`config.mk`:
```
export PLATFORM = sky130hd
export DESIGN_NAME = apc_top
export DESIGN_NICKNAME = d
export VERILOG_FILES = /design/src/hdl/apc_pkg.sv /design/src/hdl/apc_conv_seq.sv /design/src/hdl/apc_top.sv
export SDC_FILE = /design/constraint.sdc
export NUM_CORES = 1
export LEC_CHECK = 0
export BUFFER_PORTS_ARGS = -buffer_cell sky130_fd_sc_hd__buf_2
export CORE_ASPECT_RATIO = 1.2
export CORE_MARGIN = 2
export CORE_UTILIZATION = 50
export CTS_CLUSTER_DIAMETER = 80
export DETAILED_ROUTE_END_ITERATION = 8
export GPL_TIMING_DRIVEN = 0
export HOLD_SLACK_MARGIN = 0.12
export PLACE_DENSITY = 0.75
export SYNTH_ARGS = -nofsm -noshare
export SYNTH_HDL_FRONTEND = slang
export SYNTH_HIERARCHICAL = 1
export SYNTH_SLANG_ARGS = --single-unit
```
`constraint.sdc`:
```
create_clock -name clk -period 2.3 [get_ports clk]
set_input_delay 0.23 -clock clk [delete_from_list [all_inputs] [get_ports clk]]
set_output_delay 0.23 -clock clk [all_outputs]
set_load 0.01 [all_outputs]
```
`src/hdl/apc_pkg.sv`:
```
// apc_pkg: constants and carrier types for the parallel host port and conversion control
// assumes a single 125 MHz clock domain; used by apc_top and apc_conv_seq
package apc_pkg;

	localparam int CLK_PERIOD_NS = 8;
	localparam int DATA_W        = 8;
	localparam int CFG_W         = 6;

	// register index carried in the two top bus bits
	localparam logic [1:0] IDX_WORD_ZERO = 2'h0;
	localparam logic [1:0] IDX_WORD_ONE  = 2'h1;

	// field positions inside control_word_zero / control_word_one
	localparam int CW0_SOFT_START_BIT = 5;
	localparam int CW0_PULSE_MODE_BIT = 4;
	localparam int CW1_TWOS_COMP_BIT  = 1;

	// self-configuration loads zeros: internal oscillator, hardware start
	localparam logic [5:0] CW_RESET_VAL = 6'h00;

	// conversion length in converter clocks
	localparam int CONV_CLOCKS = 16;
	// software start: conversion begins this many clocks after sampling
	localparam int SOFT_SAMPLE_CLOCKS = 6;

	// auto power-down delay after conversion end
	localparam int AUTO_PD_NS     = 50;
	localparam int AUTO_PD_CYCLES = (AUTO_PD_NS + CLK_PERIOD_NS - 1) / CLK_PERIOD_NS;

	typedef struct packed {
		logic       softStart;
		logic       pulseMode;
		logic       twosComp;
	} apc_cfg_t;

	typedef struct packed {
		logic [7:0] dataOut;
		logic [7:0] dataOe;
	} apc_bus_t;

endpackage

```
`src/hdl/apc_conv_seq.sv`:
```
// apc_conv_seq: sampling / conversion sequencer with auto power-down timer
// assumes start pulses arrive as single-cycle strobes on clk, gated by ce
`timescale 1ns/1ns
module apc_conv_seq #(
	parameter int CONV_LEN = apc_pkg::CONV_CLOCKS,
	parameter int SAMP_LEN = apc_pkg::SOFT_SAMPLE_CLOCKS
) (
	input  wire logic       clk,
	input  wire logic       rst,
	input  wire logic       ce,
	input  wire logic       sampleStart,
	input  wire logic       convStart,
	input  wire logic       timedSample,
	input  wire logic [7:0] analogCode,
	output logic            sampling,
	output logic            converting,
	output logic            convEnd,
	output logic            powerDown,
	output logic [7:0]      result
);

	typedef enum logic [1:0] {APC_IDLE, APC_SAMPLE, APC_CONVERT} apc_seq_t;

	apc_seq_t    state_q, state_d;
	logic [4:0]  cnt_q, cnt_d;
	logic [3:0]  pdCnt_q, pdCnt_d;
	logic        pd_q, pd_d;
	logic        end_q, end_d;
	logic [7:0]  res_q, res_d;

	// --------------------------------------------------------------------
	// sequencer
	// --------------------------------------------------------------------
	always_comb begin
		state_d = state_q;
		cnt_d   = cnt_q;
		end_d   = 1'b0;
		res_d   = res_q;
		case (state_q)
			APC_IDLE: begin
				if (sampleStart) begin
					state_d = APC_SAMPLE;
					cnt_d   = 5'h0;
				end
			end
			APC_SAMPLE: begin
				cnt_d = cnt_q + 5'h1;
				// timed sampling ends itself; hardware sampling waits for trigger release
				if ((timedSample && cnt_q == 5'(SAMP_LEN - 1)) || (!timedSample && convStart)) begin
					state_d = APC_CONVERT;
					cnt_d   = 5'h0;
				end
			end
			default: begin
				cnt_d = cnt_q + 5'h1;
				if (cnt_q == 5'(CONV_LEN - 1)) begin
					state_d = APC_IDLE;
					end_d   = 1'b1;
					res_d   = analogCode;
				end
			end
		endcase
	end

	// --------------------------------------------------------------------
	// auto power-down: entered a fixed delay after each conversion
	// --------------------------------------------------------------------
	always_comb begin
		pdCnt_d = pdCnt_q;
		pd_d    = pd_q;
		if (sampleStart || state_q != APC_IDLE) begin
			pd_d    = 1'b0;
			pdCnt_d = 4'h0;
		end else if (end_q) begin
			pdCnt_d = 4'(apc_pkg::AUTO_PD_CYCLES);
		end else if (pdCnt_q != 4'h0) begin
			pdCnt_d = pdCnt_q - 4'h1;
			if (pdCnt_q == 4'h1) begin
				pd_d = 1'b1;
			end
		end
	end

	always_ff @(posedge clk) begin
		if (rst) begin
			state_q <= APC_IDLE;
			cnt_q   <= 5'h0;
			end_q   <= 1'b0;
			res_q   <= 8'h00;
			pdCnt_q <= 4'h0;
			pd_q    <= 1'b1;
		end else if (ce) begin
			state_q <= state_d;
			cnt_q   <= cnt_d;
			end_q   <= end_d;
			res_q   <= res_d;
			pdCnt_q <= pdCnt_d;
			pd_q    <= pd_d;
		end
	end

	assign sampling   = (state_q == APC_SAMPLE);
	assign converting = (state_q == APC_CONVERT);
	assign convEnd    = end_q;
	assign powerDown  = pd_q;
	assign result     = res_q;

	// --------------------------------------------------------------------
	// checks
	// --------------------------------------------------------------------
	property p_conv_len;
		@(posedge clk) disable iff (rst || !ce)
		// end pulse is registered, so it stands one cycle after the sixteenth converting cycle
		$rose(converting) |-> converting [*8] ##1 converting [*8] ##1 convEnd;
	endproperty
	a_conv_len: assert property (p_conv_len) else $error("conversion not 16 clocks");

	property p_auto_pd;
		@(posedge clk) disable iff (rst)
		(convEnd && ce) ##1 (ce && !sampleStart && state_q == APC_IDLE) [*7]
			|=> powerDown;
	endproperty
	a_auto_pd: assert property (p_auto_pd) else $error("no auto power-down");

	property p_pd_clear;
		@(posedge clk) disable iff (rst)
		(ce && sampleStart) |=> !powerDown;
	endproperty
	a_pd_clear: assert property (p_pd_clear) else $error("power-down kept on start");

endmodule

```
`src/hdl/apc_top.sv`:
```
// apc_top: parallel host port, two control words and conversion control
// assumes host pins are synchronous to clk; bus pins come split into in/out/oe
`timescale 1ns/1ns

// Contract
// - two host-writable control words govern start mode and power behaviour; here they set start mode, flag mode and two's complement output, not power
// - with store strobe held low, a dummy fetch loads defaults
// - store strobe tied low means non-programmable, hardware configuration used
// - auto power-down follows 50 ns after each conversion
// - bus index bits select control_word_zero or control_word_one on writes
// - strobes only count while device_select_n is low
// - selected fetch falling edge starts read, result driven onto bus
// - store rising edge with select low captures bus into addressed word
// - software start: each store rising edge starts sampling; here only from idle, and each selected fetch release also starts sampling
// - hardware start: trigger fall samples, trigger rise converts
// - results are 8 bits over a three-state bidirectional bus
// - top two bits 00 or 01 pick the word, low six carry data
// - self-configuration loads zeros: internal oscillator, hardware start
// - each conversion takes 16 clocks
// - level mode: flag low during conversion; pulse mode: one pulse after
module apc_top (
	input  wire logic       clk,
	input  wire logic       rst,
	input  wire logic       ce,
	input  wire logic       deviceSelect_n,
	input  wire logic       fetchStrobe_n,
	input  wire logic       storeStrobe_n,
	input  wire logic       sampleTrigger_n,
	input  wire logic [7:0] dataIn,
	input  wire logic [7:0] analogCode,
	output logic      [7:0] dataOut,
	output logic      [7:0] dataOe,
	output logic            conversionDoneFlag,
	output logic            autoPowerDown,
	output logic            softPowerDown,
	output logic [5:0]      controlWordZero,
	output logic [5:0]      controlWordOne
);

	logic [5:0]  cw0_q, cw0_d;
	logic [5:0]  cw1_q, cw1_d;
	logic        fetchPrev_q, storePrev_q, trigPrev_q;
	logic        reading_q, reading_d;
	logic        flag_q, flag_d;
	logic        seenStore_q, seenStore_d;
	apc_pkg::apc_bus_t bus_q, bus_d;
	apc_pkg::apc_cfg_t cfg;
	logic        fetchFall, fetchRise, storeRise, trigFall, trigRise;
	logic        sampleStart, convStart;
	logic        sampling, converting, convEnd;
	logic [7:0]  result;
	logic [1:0]  wrIdx;

	// --------------------------------------------------------------------
	// edge detection of host strobes (pins are synchronous to clk)
	// --------------------------------------------------------------------
	always_ff @(posedge clk) begin
		if (rst) begin
			fetchPrev_q <= 1'b1;
			storePrev_q <= 1'b1;
			trigPrev_q  <= 1'b1;
		end else if (ce) begin
			fetchPrev_q <= fetchStrobe_n;
			storePrev_q <= storeStrobe_n;
			trigPrev_q  <= sampleTrigger_n;
		end
	end

	assign fetchFall = fetchPrev_q && !fetchStrobe_n && !deviceSelect_n;
	assign fetchRise = !fetchPrev_q && fetchStrobe_n && !deviceSelect_n;
	assign storeRise = !storePrev_q && storeStrobe_n && !deviceSelect_n;
	assign trigFall  = trigPrev_q && !sampleTrigger_n;
	assign trigRise  = !trigPrev_q && sampleTrigger_n;
	assign wrIdx     = dataIn[7:6];

	// one driver for the whole struct, fields in declaration order
	assign cfg = {cw0_q[apc_pkg::CW0_SOFT_START_BIT],
		cw0_q[apc_pkg::CW0_PULSE_MODE_BIT],
		cw1_q[apc_pkg::CW1_TWOS_COMP_BIT]};

	// --------------------------------------------------------------------
	// control words
	// --------------------------------------------------------------------
	always_comb begin
		cw0_d       = cw0_q;
		cw1_d       = cw1_q;
		seenStore_d = seenStore_q || storeRise;
		if (storeRise) begin
			if (wrIdx == apc_pkg::IDX_WORD_ZERO) begin
				cw0_d = dataIn[5:0];
			end else if (wrIdx == apc_pkg::IDX_WORD_ONE) begin
				cw1_d = dataIn[5:0];
			end
		end else if (fetchFall && !storeStrobe_n && !seenStore_q) begin
			// store strobe held low: dummy fetch self-configures
			cw0_d = apc_pkg::CW_RESET_VAL;
			cw1_d = apc_pkg::CW_RESET_VAL;
		end
	end

	// --------------------------------------------------------------------
	// conversion starts and the done flag
	// --------------------------------------------------------------------
	always_comb begin
		sampleStart = 1'b0;
		convStart   = 1'b0;
		if (cfg.softStart) begin
			// each store rising edge and each fetch release starts sampling from idle
			sampleStart = storeRise || fetchRise;
		end else begin
			sampleStart = trigFall;
			convStart   = trigRise;
		end
	end

	always_comb begin
		flag_d = flag_q;
		if (cfg.pulseMode) begin
			flag_d = !convEnd;
		end else if (convEnd) begin
			flag_d = 1'b1;
		end else if (converting) begin
			flag_d = 1'b0;
		end
	end

	// --------------------------------------------------------------------
	// read path and bus drivers
	// --------------------------------------------------------------------
	always_comb begin
		reading_d = reading_q;
		bus_d     = bus_q;
		if (deviceSelect_n || fetchStrobe_n) begin
			reading_d = 1'b0;
		end else if (fetchFall) begin
			reading_d = 1'b1;
		end
		// two's complement is the offset-binary code with its top bit flipped
		bus_d.dataOut = cfg.twosComp ? {~result[7], result[6:0]} : result;
		bus_d.dataOe  = reading_d ? 8'hff : 8'h00;
	end

	always_ff @(posedge clk) begin
		if (rst) begin
			cw0_q       <= apc_pkg::CW_RESET_VAL;
			cw1_q       <= apc_pkg::CW_RESET_VAL;
			seenStore_q <= 1'b0;
			flag_q      <= 1'b1;
			reading_q   <= 1'b0;
			bus_q       <= '0;
		end else if (ce) begin
			cw0_q       <= cw0_d;
			cw1_q       <= cw1_d;
			seenStore_q <= seenStore_d;
			flag_q      <= flag_d;
			reading_q   <= reading_d;
			bus_q       <= bus_d;
		end
	end

	apc_conv_seq u_seq (
		.clk        (clk),
		.rst        (rst),
		.ce         (ce),
		.sampleStart(sampleStart),
		.convStart  (convStart),
		.timedSample(cfg.softStart),
		.analogCode (analogCode),
		.sampling   (sampling),
		.converting (converting),
		.convEnd    (convEnd),
		.powerDown  (autoPowerDown),
		.result     (result)
	);

	assign dataOut            = bus_q.dataOut;
	assign dataOe             = bus_q.dataOe;
	assign conversionDoneFlag = flag_q;
	assign softPowerDown      = deviceSelect_n;
	assign controlWordZero    = cw0_q;
	assign controlWordOne     = cw1_q;

	// --------------------------------------------------------------------
	// checks
	// --------------------------------------------------------------------
	property p_write_zero;
		@(posedge clk) disable iff (rst)
		(ce && storeRise && dataIn[7:6] == 2'h0) |=> controlWordZero == $past(dataIn[5:0]);
	endproperty
	a_write_zero: assert property (p_write_zero) else $error("word zero not written");

	property p_write_one;
		@(posedge clk) disable iff (rst)
		(ce && storeRise && dataIn[7:6] == 2'h1) |=> controlWordOne == $past(dataIn[5:0]);
	endproperty
	a_write_one: assert property (p_write_one) else $error("word one not written");

	property p_no_write_unsel;
		@(posedge clk) disable iff (rst)
		(ce && deviceSelect_n) |=> $stable(controlWordZero) && $stable(controlWordOne);
	endproperty
	a_no_write_unsel: assert property (p_no_write_unsel) else $error("write while unselected");

	property p_dummy_cfg;
		@(posedge clk) disable iff (rst)
		(ce && fetchFall && !storeStrobe_n && !seenStore_q) |=>
			controlWordZero == 6'h00 && controlWordOne == 6'h00;
	endproperty
	a_dummy_cfg: assert property (p_dummy_cfg) else $error("dummy fetch no defaults");

	property p_read_drive;
		@(posedge clk) disable iff (rst)
		(ce && fetchFall) |=> dataOe == 8'hff;
	endproperty
	a_read_drive: assert property (p_read_drive) else $error("read does not drive bus");

	property p_release;
		@(posedge clk) disable iff (rst)
		(ce && deviceSelect_n) |=> dataOe == 8'h00;
	endproperty
	a_release: assert property (p_release) else $error("bus driven when unselected");

	property p_soft_start;
		@(posedge clk) disable iff (rst)
		(ce && cfg.softStart && storeRise && !sampling && !converting) |=> sampling;
	endproperty
	a_soft_start: assert property (p_soft_start) else $error("store edge no sampling");

	property p_hw_start;
		@(posedge clk) disable iff (rst)
		(ce && !cfg.softStart && trigFall && !sampling && !converting) |=> sampling;
	endproperty
	a_hw_start: assert property (p_hw_start) else $error("trigger fall no sampling");

	property p_level_flag;
		@(posedge clk) disable iff (rst)
		(ce && !cfg.pulseMode && converting && !convEnd) |=> !conversionDoneFlag;
	endproperty
	a_level_flag: assert property (p_level_flag) else $error("flag high in conversion");

endmodule

```
==> results of run 1 <==
cells in the mapped netlist (4+ instances only):
library cell | n | area, µm²
buf_2 | 7 | 35.03
nor2b_1 | 6 | 37.54
a211o_1 | 5 | 43.79
nor2_1 | 18 | 67.56
ha_1 | 6 | 75.07
mux2i_1 | 21 | 210.2
nand2b_1 | 19 | 118.9
buf_4 | 10 | 75.07
nand3_1 | 5 | 25.02
dfxtp_1 | 47 | 940.9
nor3_1 | 4 | 20.02
o21ai_0 | 5 | 25.02
a21oi_1 | 11 | 55.05
a211oi_1 | 4 | 30.03
nand2_1 | 26 | 97.59
inv_1 | 11 | 41.29
sequential cells by signal, summed over array words and instances, names as in the netlist:
name,cells
controlWordOne,6
dataOe,1
dataOut,8
u_seq/state_q,2
conversionDoneFlag,1
storePrev_q,1
trigPrev_q,1
u_seq/result,8
u_seq/powerDown,1
seenStore_q,1
u_seq/pdCnt_q,4
fetchPrev_q,1
controlWordZero,6
u_seq/convEnd,1
u_seq/cnt_q,5
kinds of logic (layout without fill, tap and decap cells):
| kind of cell | after synthesis | in the layout | share of synthesized area, % |
|---|---|---|---|
| compound gates | 45 | 45 | 15.63 |
| flops | 47 | 47 | 41.23 |
| mux | 21 | 21 | 9.210 |
| buf+inv | 33 | 92 | 8.114 |
| fa+ha+maj | 6 | 6 | 3.289 |
| xor+xnor | 4 | 4 | 1.535 |
| simple gates | 92 | 92 | 21.00 |
metal layers:
metal	vias up	wire (µm)	share of wire, %
met5	-	0	0
met4	0	82	1.8
met3	6	175	3.9
met2	34	2307	51
met1	866	1979	44
li1	969	-	-
through the flow:
step / std cells / hold slack, ns / setup slack [ns] / total power (W)
2_1_floorplan: 248 / 0.3479 / 0.5184 / 0.001089
3_3_place_gp: 355 / 0.4421 / 0.2757 / 0.001162
3_5_place_dp: 355 / 0.4492 / 0.2597 / 0.001170
4_1_cts: 363 / 0.1479 / 0.2335 / 0.001672
5_1_grt: 363 / 0.1545 / 0.04401 / 0.001744
6_report: 363 / 0.1574 / 0.2501 / 0.001653
worst max-delay path by stage:
stage	to	slack (ns)	cells past startpoint
global placement	u_seq/cnt_q[1]	0.28	5
CTS	u_seq/cnt_q[1]	0.23	5
finish	u_seq/cnt_q[1]	0.25	5
detailed placement	u_seq/cnt_q[1]	0.26	5
floorplan	u_seq/cnt_q[3]	0.52	5
global route	u_seq/cnt_q[4]	0.04	5
cells in the final DEF, fill, tap and decap left out, drive strengths merged, types with 2 or more instances in the layout:
cell      instances
nor2b             6
or3               3
nand2b           19
o311ai            2
and3              2
clkbuf            7
nor3              5
buf              71
inv              12
a31o              2
nor2             18
o21ai             7
clkinvlp          2
nor4              2
ha                6
a221oi            4
a21oi            11
mux2i            21
dfxtp            47
or2               2
o31ai             2
a211o             5
xor2              3
a211oi            4
nand3             5
nand2            26
layout make-up:
type | instances | area (µm²) | share of cell area, %
clock buffers | 5 | 68.82 | 2.549
multi-input cells | 168 | 1156 | 42.82
inverters | 11 | 41.29 | 1.529
clock inverters | 3 | 23.77 | 0.8804
well taps | 56 | 70.07 | 2.595
plain buffers | 22 | 143.9 | 5.329
flip-flops and latches | 47 | 940.9 | 34.85
repair buffers | 51 | 255.2 | 9.453
power breakdown:
| group | total (W) | internal, W | switching (W) | leakage (nW) |
|---|---|---|---|---|
| combinational | 0.000283 | 0.000133 | 0.000151 | 0.741 |
| sequential | 0.000868 | 0.000842 | 0.0000268 | 0.381 |
| clock | 0.000501 | 0.000217 | 0.000284 | 0.0408 |
critical path: stages, from the launching register on:
cell and delay (ns):
dfxtp_1 0.36, nand2b_1 0.15, o21ai_0 0.59, nor2_1 0.08, nor3_1 0.53, a221oi_1 0.19
==> results.md, run 1 <==
* Outcome: completed
* Die area at 5123 µm²
* Drt total wl at between 4000 and 5000 µm
* Syn Area/Cell at ~9.2 µm²
* Unrepaired setup endpoints after global routing: no
* Flops & latches, synth at 47
* Final RePlAce weighted congestion at approximately 0.75
* Setup total negative slack at 0 ns
* Hold_sp: sampleTrigger_n
* Deepest clock path buffer count at 2
* Grt peak-use layer: met2
* Layout cell share with drive strength beyond 1 at roughly 29%
* Row cnt at 26
* Setup Buffers After CTS at 0
* Met1 GRT Util at 21.73%
* CTS tree: yes
* Area post-placement at approximately 2600 µm²
* Area delta synth->final at 18.31%
* Grt ovf at 0
* Rel. slew slack at between 40% and 50%
* M3 GR Usage at 4.011%
* Reg2Reg Setup Slack at 0.25 ns
* Max Freq at about 0.49 GHz
* Core area at between 4000 and 5000 µm²
* CP Max Fanout at 7
* Nets at around 340
* Leak at approximately 1.2 nW
* Final Hold Viols at 0
* Mapped Nets at around 280
* Synth Instances at about 250
* Setup crit end kind: flip-flop
* Worst-Skew Late Latency at roughly 0.30 ns
* Ys flop type: dfxtp_1
* Vias in the first global route at 1,795
* Syn Std Cell Area at between 2000 and 2500 µm²
* Syn. warnings at 6
* Initial antenna violation count at 0
* Worst R2R Path Depth at 5
* Antenna cells at 0
* Post-synthesis sequential area ratio at between 40% and 50%
* Minimum clock period at 2.050 ns
* Largest net degree at the start of global routing at 17
* Yosys cell types at 47
* Layout Utilization at between 60% and 70%
* WHS Endpoint: trigPrev_q
* I/O Buffers at 51
* Worst reg2reg path endpoint: u_seq/cnt_q[1]
* Critical Path AT at about 2.2 ns
* Number of flops mapped to enable cells by yosys at 0
* Die X at 65.68 µm
* Total CTS buffers at 5
* Worst hold stages at 2
* DR vias/cell at 5.165
* First-pass GRT wire length at 7831 µm
* CTS Sinks at 47
* RR Startpoint: controlWordZero[5]
* CTS root buffer: clkbuf_8
* Clock Skews at 0.007619 ns
* Met2 Track Usage GR at a little over a third
* Post-DRT Antenna Nets at 0
* Cts hold-fix bufs at 0
* Fillers at ~390
* Worst-Margin Slew at about 0.74 ns
* Async SR Flop Fraction at 0%
* Initial DRT Pass Iterations at 4
* Final Max Slew Viols at 0
* Final Cell Area at approximately 2700 µm²
* Crit. Startpoint: controlWordZero[5]
* Via count at 1,875
* Max H-tree Level at 2
* Post-CTS resize count at 0
* WL per Instance at about 13 µm
* Setup violators final at 0
* Cell area power density at 612.2 nW/µm²
* Fin crit share at roughly 89%
* CP startpoint kind: flip-flop
* Max cap viols at 0
* GRT Overall Usage at approximately 19%
* Initial core utilization at a little over half
* Tightest Hold Check Type: primary input to flip-flop
* # IOs at 54
* Residual DRC at 0
* VDD IR max at about 470 µV
* Post-DP HPWL at roughly 3400 µm
* Starting DRT DRC Count at between 40 and 50
* Required @ worst endpoint at 2.45 ns
* Crit Path Category: flip-flop to flip-flop
* DIE HEIGHT at 78.01 µm
* Clock-pin slew on the worst setup and hold paths at approximately 0.090 ns
No activity file was read; power rests on OpenSTA's default activity.
==> inputs of run 2 (changes only) <==
CORE_MARGIN = 5   (was 2)
==> results.md, run 2 (synthesized netlist as in run 1, its figures left out) <==
* Commonest non-fill, non-tap cell in the layout: buf_2
* Fillers at 413 (+6.2%)
* CP Cell Sequence: nand2b_1 -> a21oi_1 -> nand2_1 -> o21ai_1 -> nor2_1 -> nor3_1 -> a221oi_1
* Tightest Hold Check Type: primary input to flip-flop
* Worst R2R Path Depth at 7 (+2)
* Post-DP HPWL at 3602 µm (+5.5%)
* Setup violators final at 0 (unchanged)
* Register Area at 940.9 µm² (unchanged)
* Via count at 1,908 (+1.8%)
* Non-filler cells, final at 365 (+0.55%)
* GRT Overall Usage at 17.00% (-2.3 points)
* Worst reg2reg path endpoint: u_seq/cnt_q[4]
* Final Hold Viols at 0 (unchanged)
* Row cnt at 27 (+3.8%)
* Met2 Track Usage GR at 29.93% (-5.3 points)
* Clock Skews at 0.007917 ns (+0.0002977 ns)
* Critical Path AT at 2.16 ns (-0.04 ns)
* Max cap viols at 0 (unchanged)
* Antenna cells at 0 (unchanged)
* Total CTS buffers at 5 (unchanged)
* Worst-Margin Slew at 0.7229 ns (-0.02090 ns)
* Setup total negative slack at 0 ns (unchanged)
* Drt total wl at 4815 µm (+5.9%)
* Crit Path Category: flip-flop to flip-flop
* Grt peak-use layer: met2
* Die X at 71.68 µm (+9.1%)
* Clock-pin slew on the worst setup and hold paths at 0.09 ns (about the same)
* I/O Buffers at 51 (unchanged)
* Rel. slew slack at 51.44% (+1.5 points)
* Leak at 1.181 nW (+1.6%)
* CP delay by family, top: simple AND/OR/NAND/NOR gates
* CP startpoint kind: flip-flop
* DIE HEIGHT at 84.01 µm (+7.7%)
* First-pass GRT wire length at 8252 µm (+5.4%)
* Core area at 4493 µm² (+3.8%)
* Post-DRT Antenna Nets at 0 (unchanged)
* CP Max Fanout at 5 (-2)
* Area delta synth->final at 19.46%
* Required @ worst endpoint at 2.46 ns (about the same)
* Placed Instances at 357 (+0.56%)
* Largest net degree at the start of global routing at 17 (unchanged)
* Grt ovf at 0 (unchanged)
* WL per Instance at 13.19 µm (+5.4%)
* CTS Sinks at 47 (unchanged)
* Outcome: completed
* Cell area power density at 650.9 nW/µm² (+6.3%)
* Final Max Slew Viols at 0 (unchanged)
* Initial core utilization at 50.79% (-2.0 points)
* VDD IR max at 471.5 µV (+0.73%)
* # IOs at 54 (unchanged)
* Setup crit end kind: flip-flop
* Layout cell share with drive strength beyond 1 at 28.99% (unchanged)
* Deepest clock path buffer count at 2 (unchanged)
* Multi-input combinational cell area at 1156 µm² (unchanged)
* Worst path depth at 7 (+2)
* Cts hold-fix bufs at 0 (unchanged)
* M3 GR Usage at 5.060% (+1.0 points)
* Fin crit share at 86.99% (-2.1 points)
* Crit path buf inv count at 0 (unchanged)
* Minimum clock period at 2.001 ns (-0.04915 ns)
* Commonest cells after routing, fill and taps aside: 58 x buf_2, 47 x dfxtp_1, 26 x nand2_1
* Starting DRT DRC Count at 126 (+190%)
* Reg2Reg Setup Slack at 0.30 ns (+0.05 ns)
* Met1 GRT Util at 18.72% (-3.0 points)
* Worst-Skew Late Latency at 0.31 ns (about the same)
* RR Startpoint: fetchPrev_q
* Initial DRT Pass Iterations at 4 (unchanged)
* Die area at 6021 µm² (+18%)
* Max stage delay on crit path at 0.58 ns (about the same)
* Vias in the first global route at 1,856 (+3.4%)
* Residual DRC at 0 (unchanged)
* CTS tree: yes
* Crit. Startpoint: fetchPrev_q
* Max H-tree Level at 2 (unchanged)
* Max Freq at 0.4998 GHz (+2.5%)
* Final RePlAce weighted congestion at 0.7951 (+5.8%)
* Initial antenna violation count at 0 (unchanged)
* Nets at 335 (unchanged)
* Slowest-stage cell, CP: nor3_1
* CP Capture Point: u_seq/cnt_q[4]
* CTS root buffer: clkbuf_8
* DR vias/cell at 5.227 (+1.2%)
* Unrepaired setup endpoints after global routing: no
run 2: final cells by class:
type / count / share of cell area, %
inverter: 11 / 1.514
tap: 58 / 2.662
multi-input combinational: 168 / 42.40
buffer: 22 / 5.278
clock inverter: 3 / 1.744
timing repair buffer: 51 / 9.362
sequential: 47 / 34.51
clock buffer: 5 / 2.524
run 2: where the power goes:
part / switching (W) / internal (W) / total, W
clock network: 0.000294 / 0.000329 / 0.000624
logic: 0.000150 / 0.000132 / 0.000282
registers: 0.0000268 / 0.000842 / 0.000869
total: 0.000471 / 0.00130 / 0.00177
run 2: worst min path at each step:
stage / from / end / slack [ns] / cells after the start
2_1_floorplan: sampleTrigger_n / trigPrev_q / 0.35 / 1
3_3_place_gp: u_seq/result[2] / u_seq/result[2] / 0.44 / 2
3_5_place_dp: u_seq/result[0] / u_seq/result[0] / 0.45 / 2
4_1_cts: sampleTrigger_n / trigPrev_q / 0.14 / 2
5_1_grt: analogCode[1] / u_seq/result[1] / 0.14 / 3
6_report: sampleTrigger_n / trigPrev_q / 0.15 / 2
run 2: worst register-to-register path, stage by stage (launching register included):
cell      delay [ns]
dfxtp_1         0.35
nand2b_1        0.15
a21oi_1         0.16
nand2_1         0.07
o21ai_1         0.27
nor2_1          0.09
nor3_1          0.58
a221oi_1        0.20
run 2: metrics by stage:
stage | cell area [µm²] | setup slack (ns) | total power, W | hold slack [ns] | utilization, %
finish | 2726 | 0.2992 | 0.001775 | 0.1503 | 60.68
global route | 2726 | 0.1233 | 0.001857 | 0.1433 | 60.68
detailed placement | 2610 | 0.2030 | 0.001171 | 0.4477 | 58.09
CTS | 2726 | 0.1635 | 0.001791 | 0.1409 | 60.68
global placement | 2610 | 0.2582 | 0.001162 | 0.4416 | 58.09
floorplan | 2282 | 0.5184 | 0.001089 | 0.3479 | -
run 2: what timing repair did:
item | CTS | global route
endpoints found under the setup margin | 0 | 3
setup buffers | 0 | 0
resized for setup | 0 | 1
run 2: routing by layer:
metal | vias up | share of wire [%]
met5 | - | 0
met4 | 0 | 1.8
met3 | 6 | 5.8
met2 | 37 | 52
met1 | 900 | 41
li1 | 965 | -
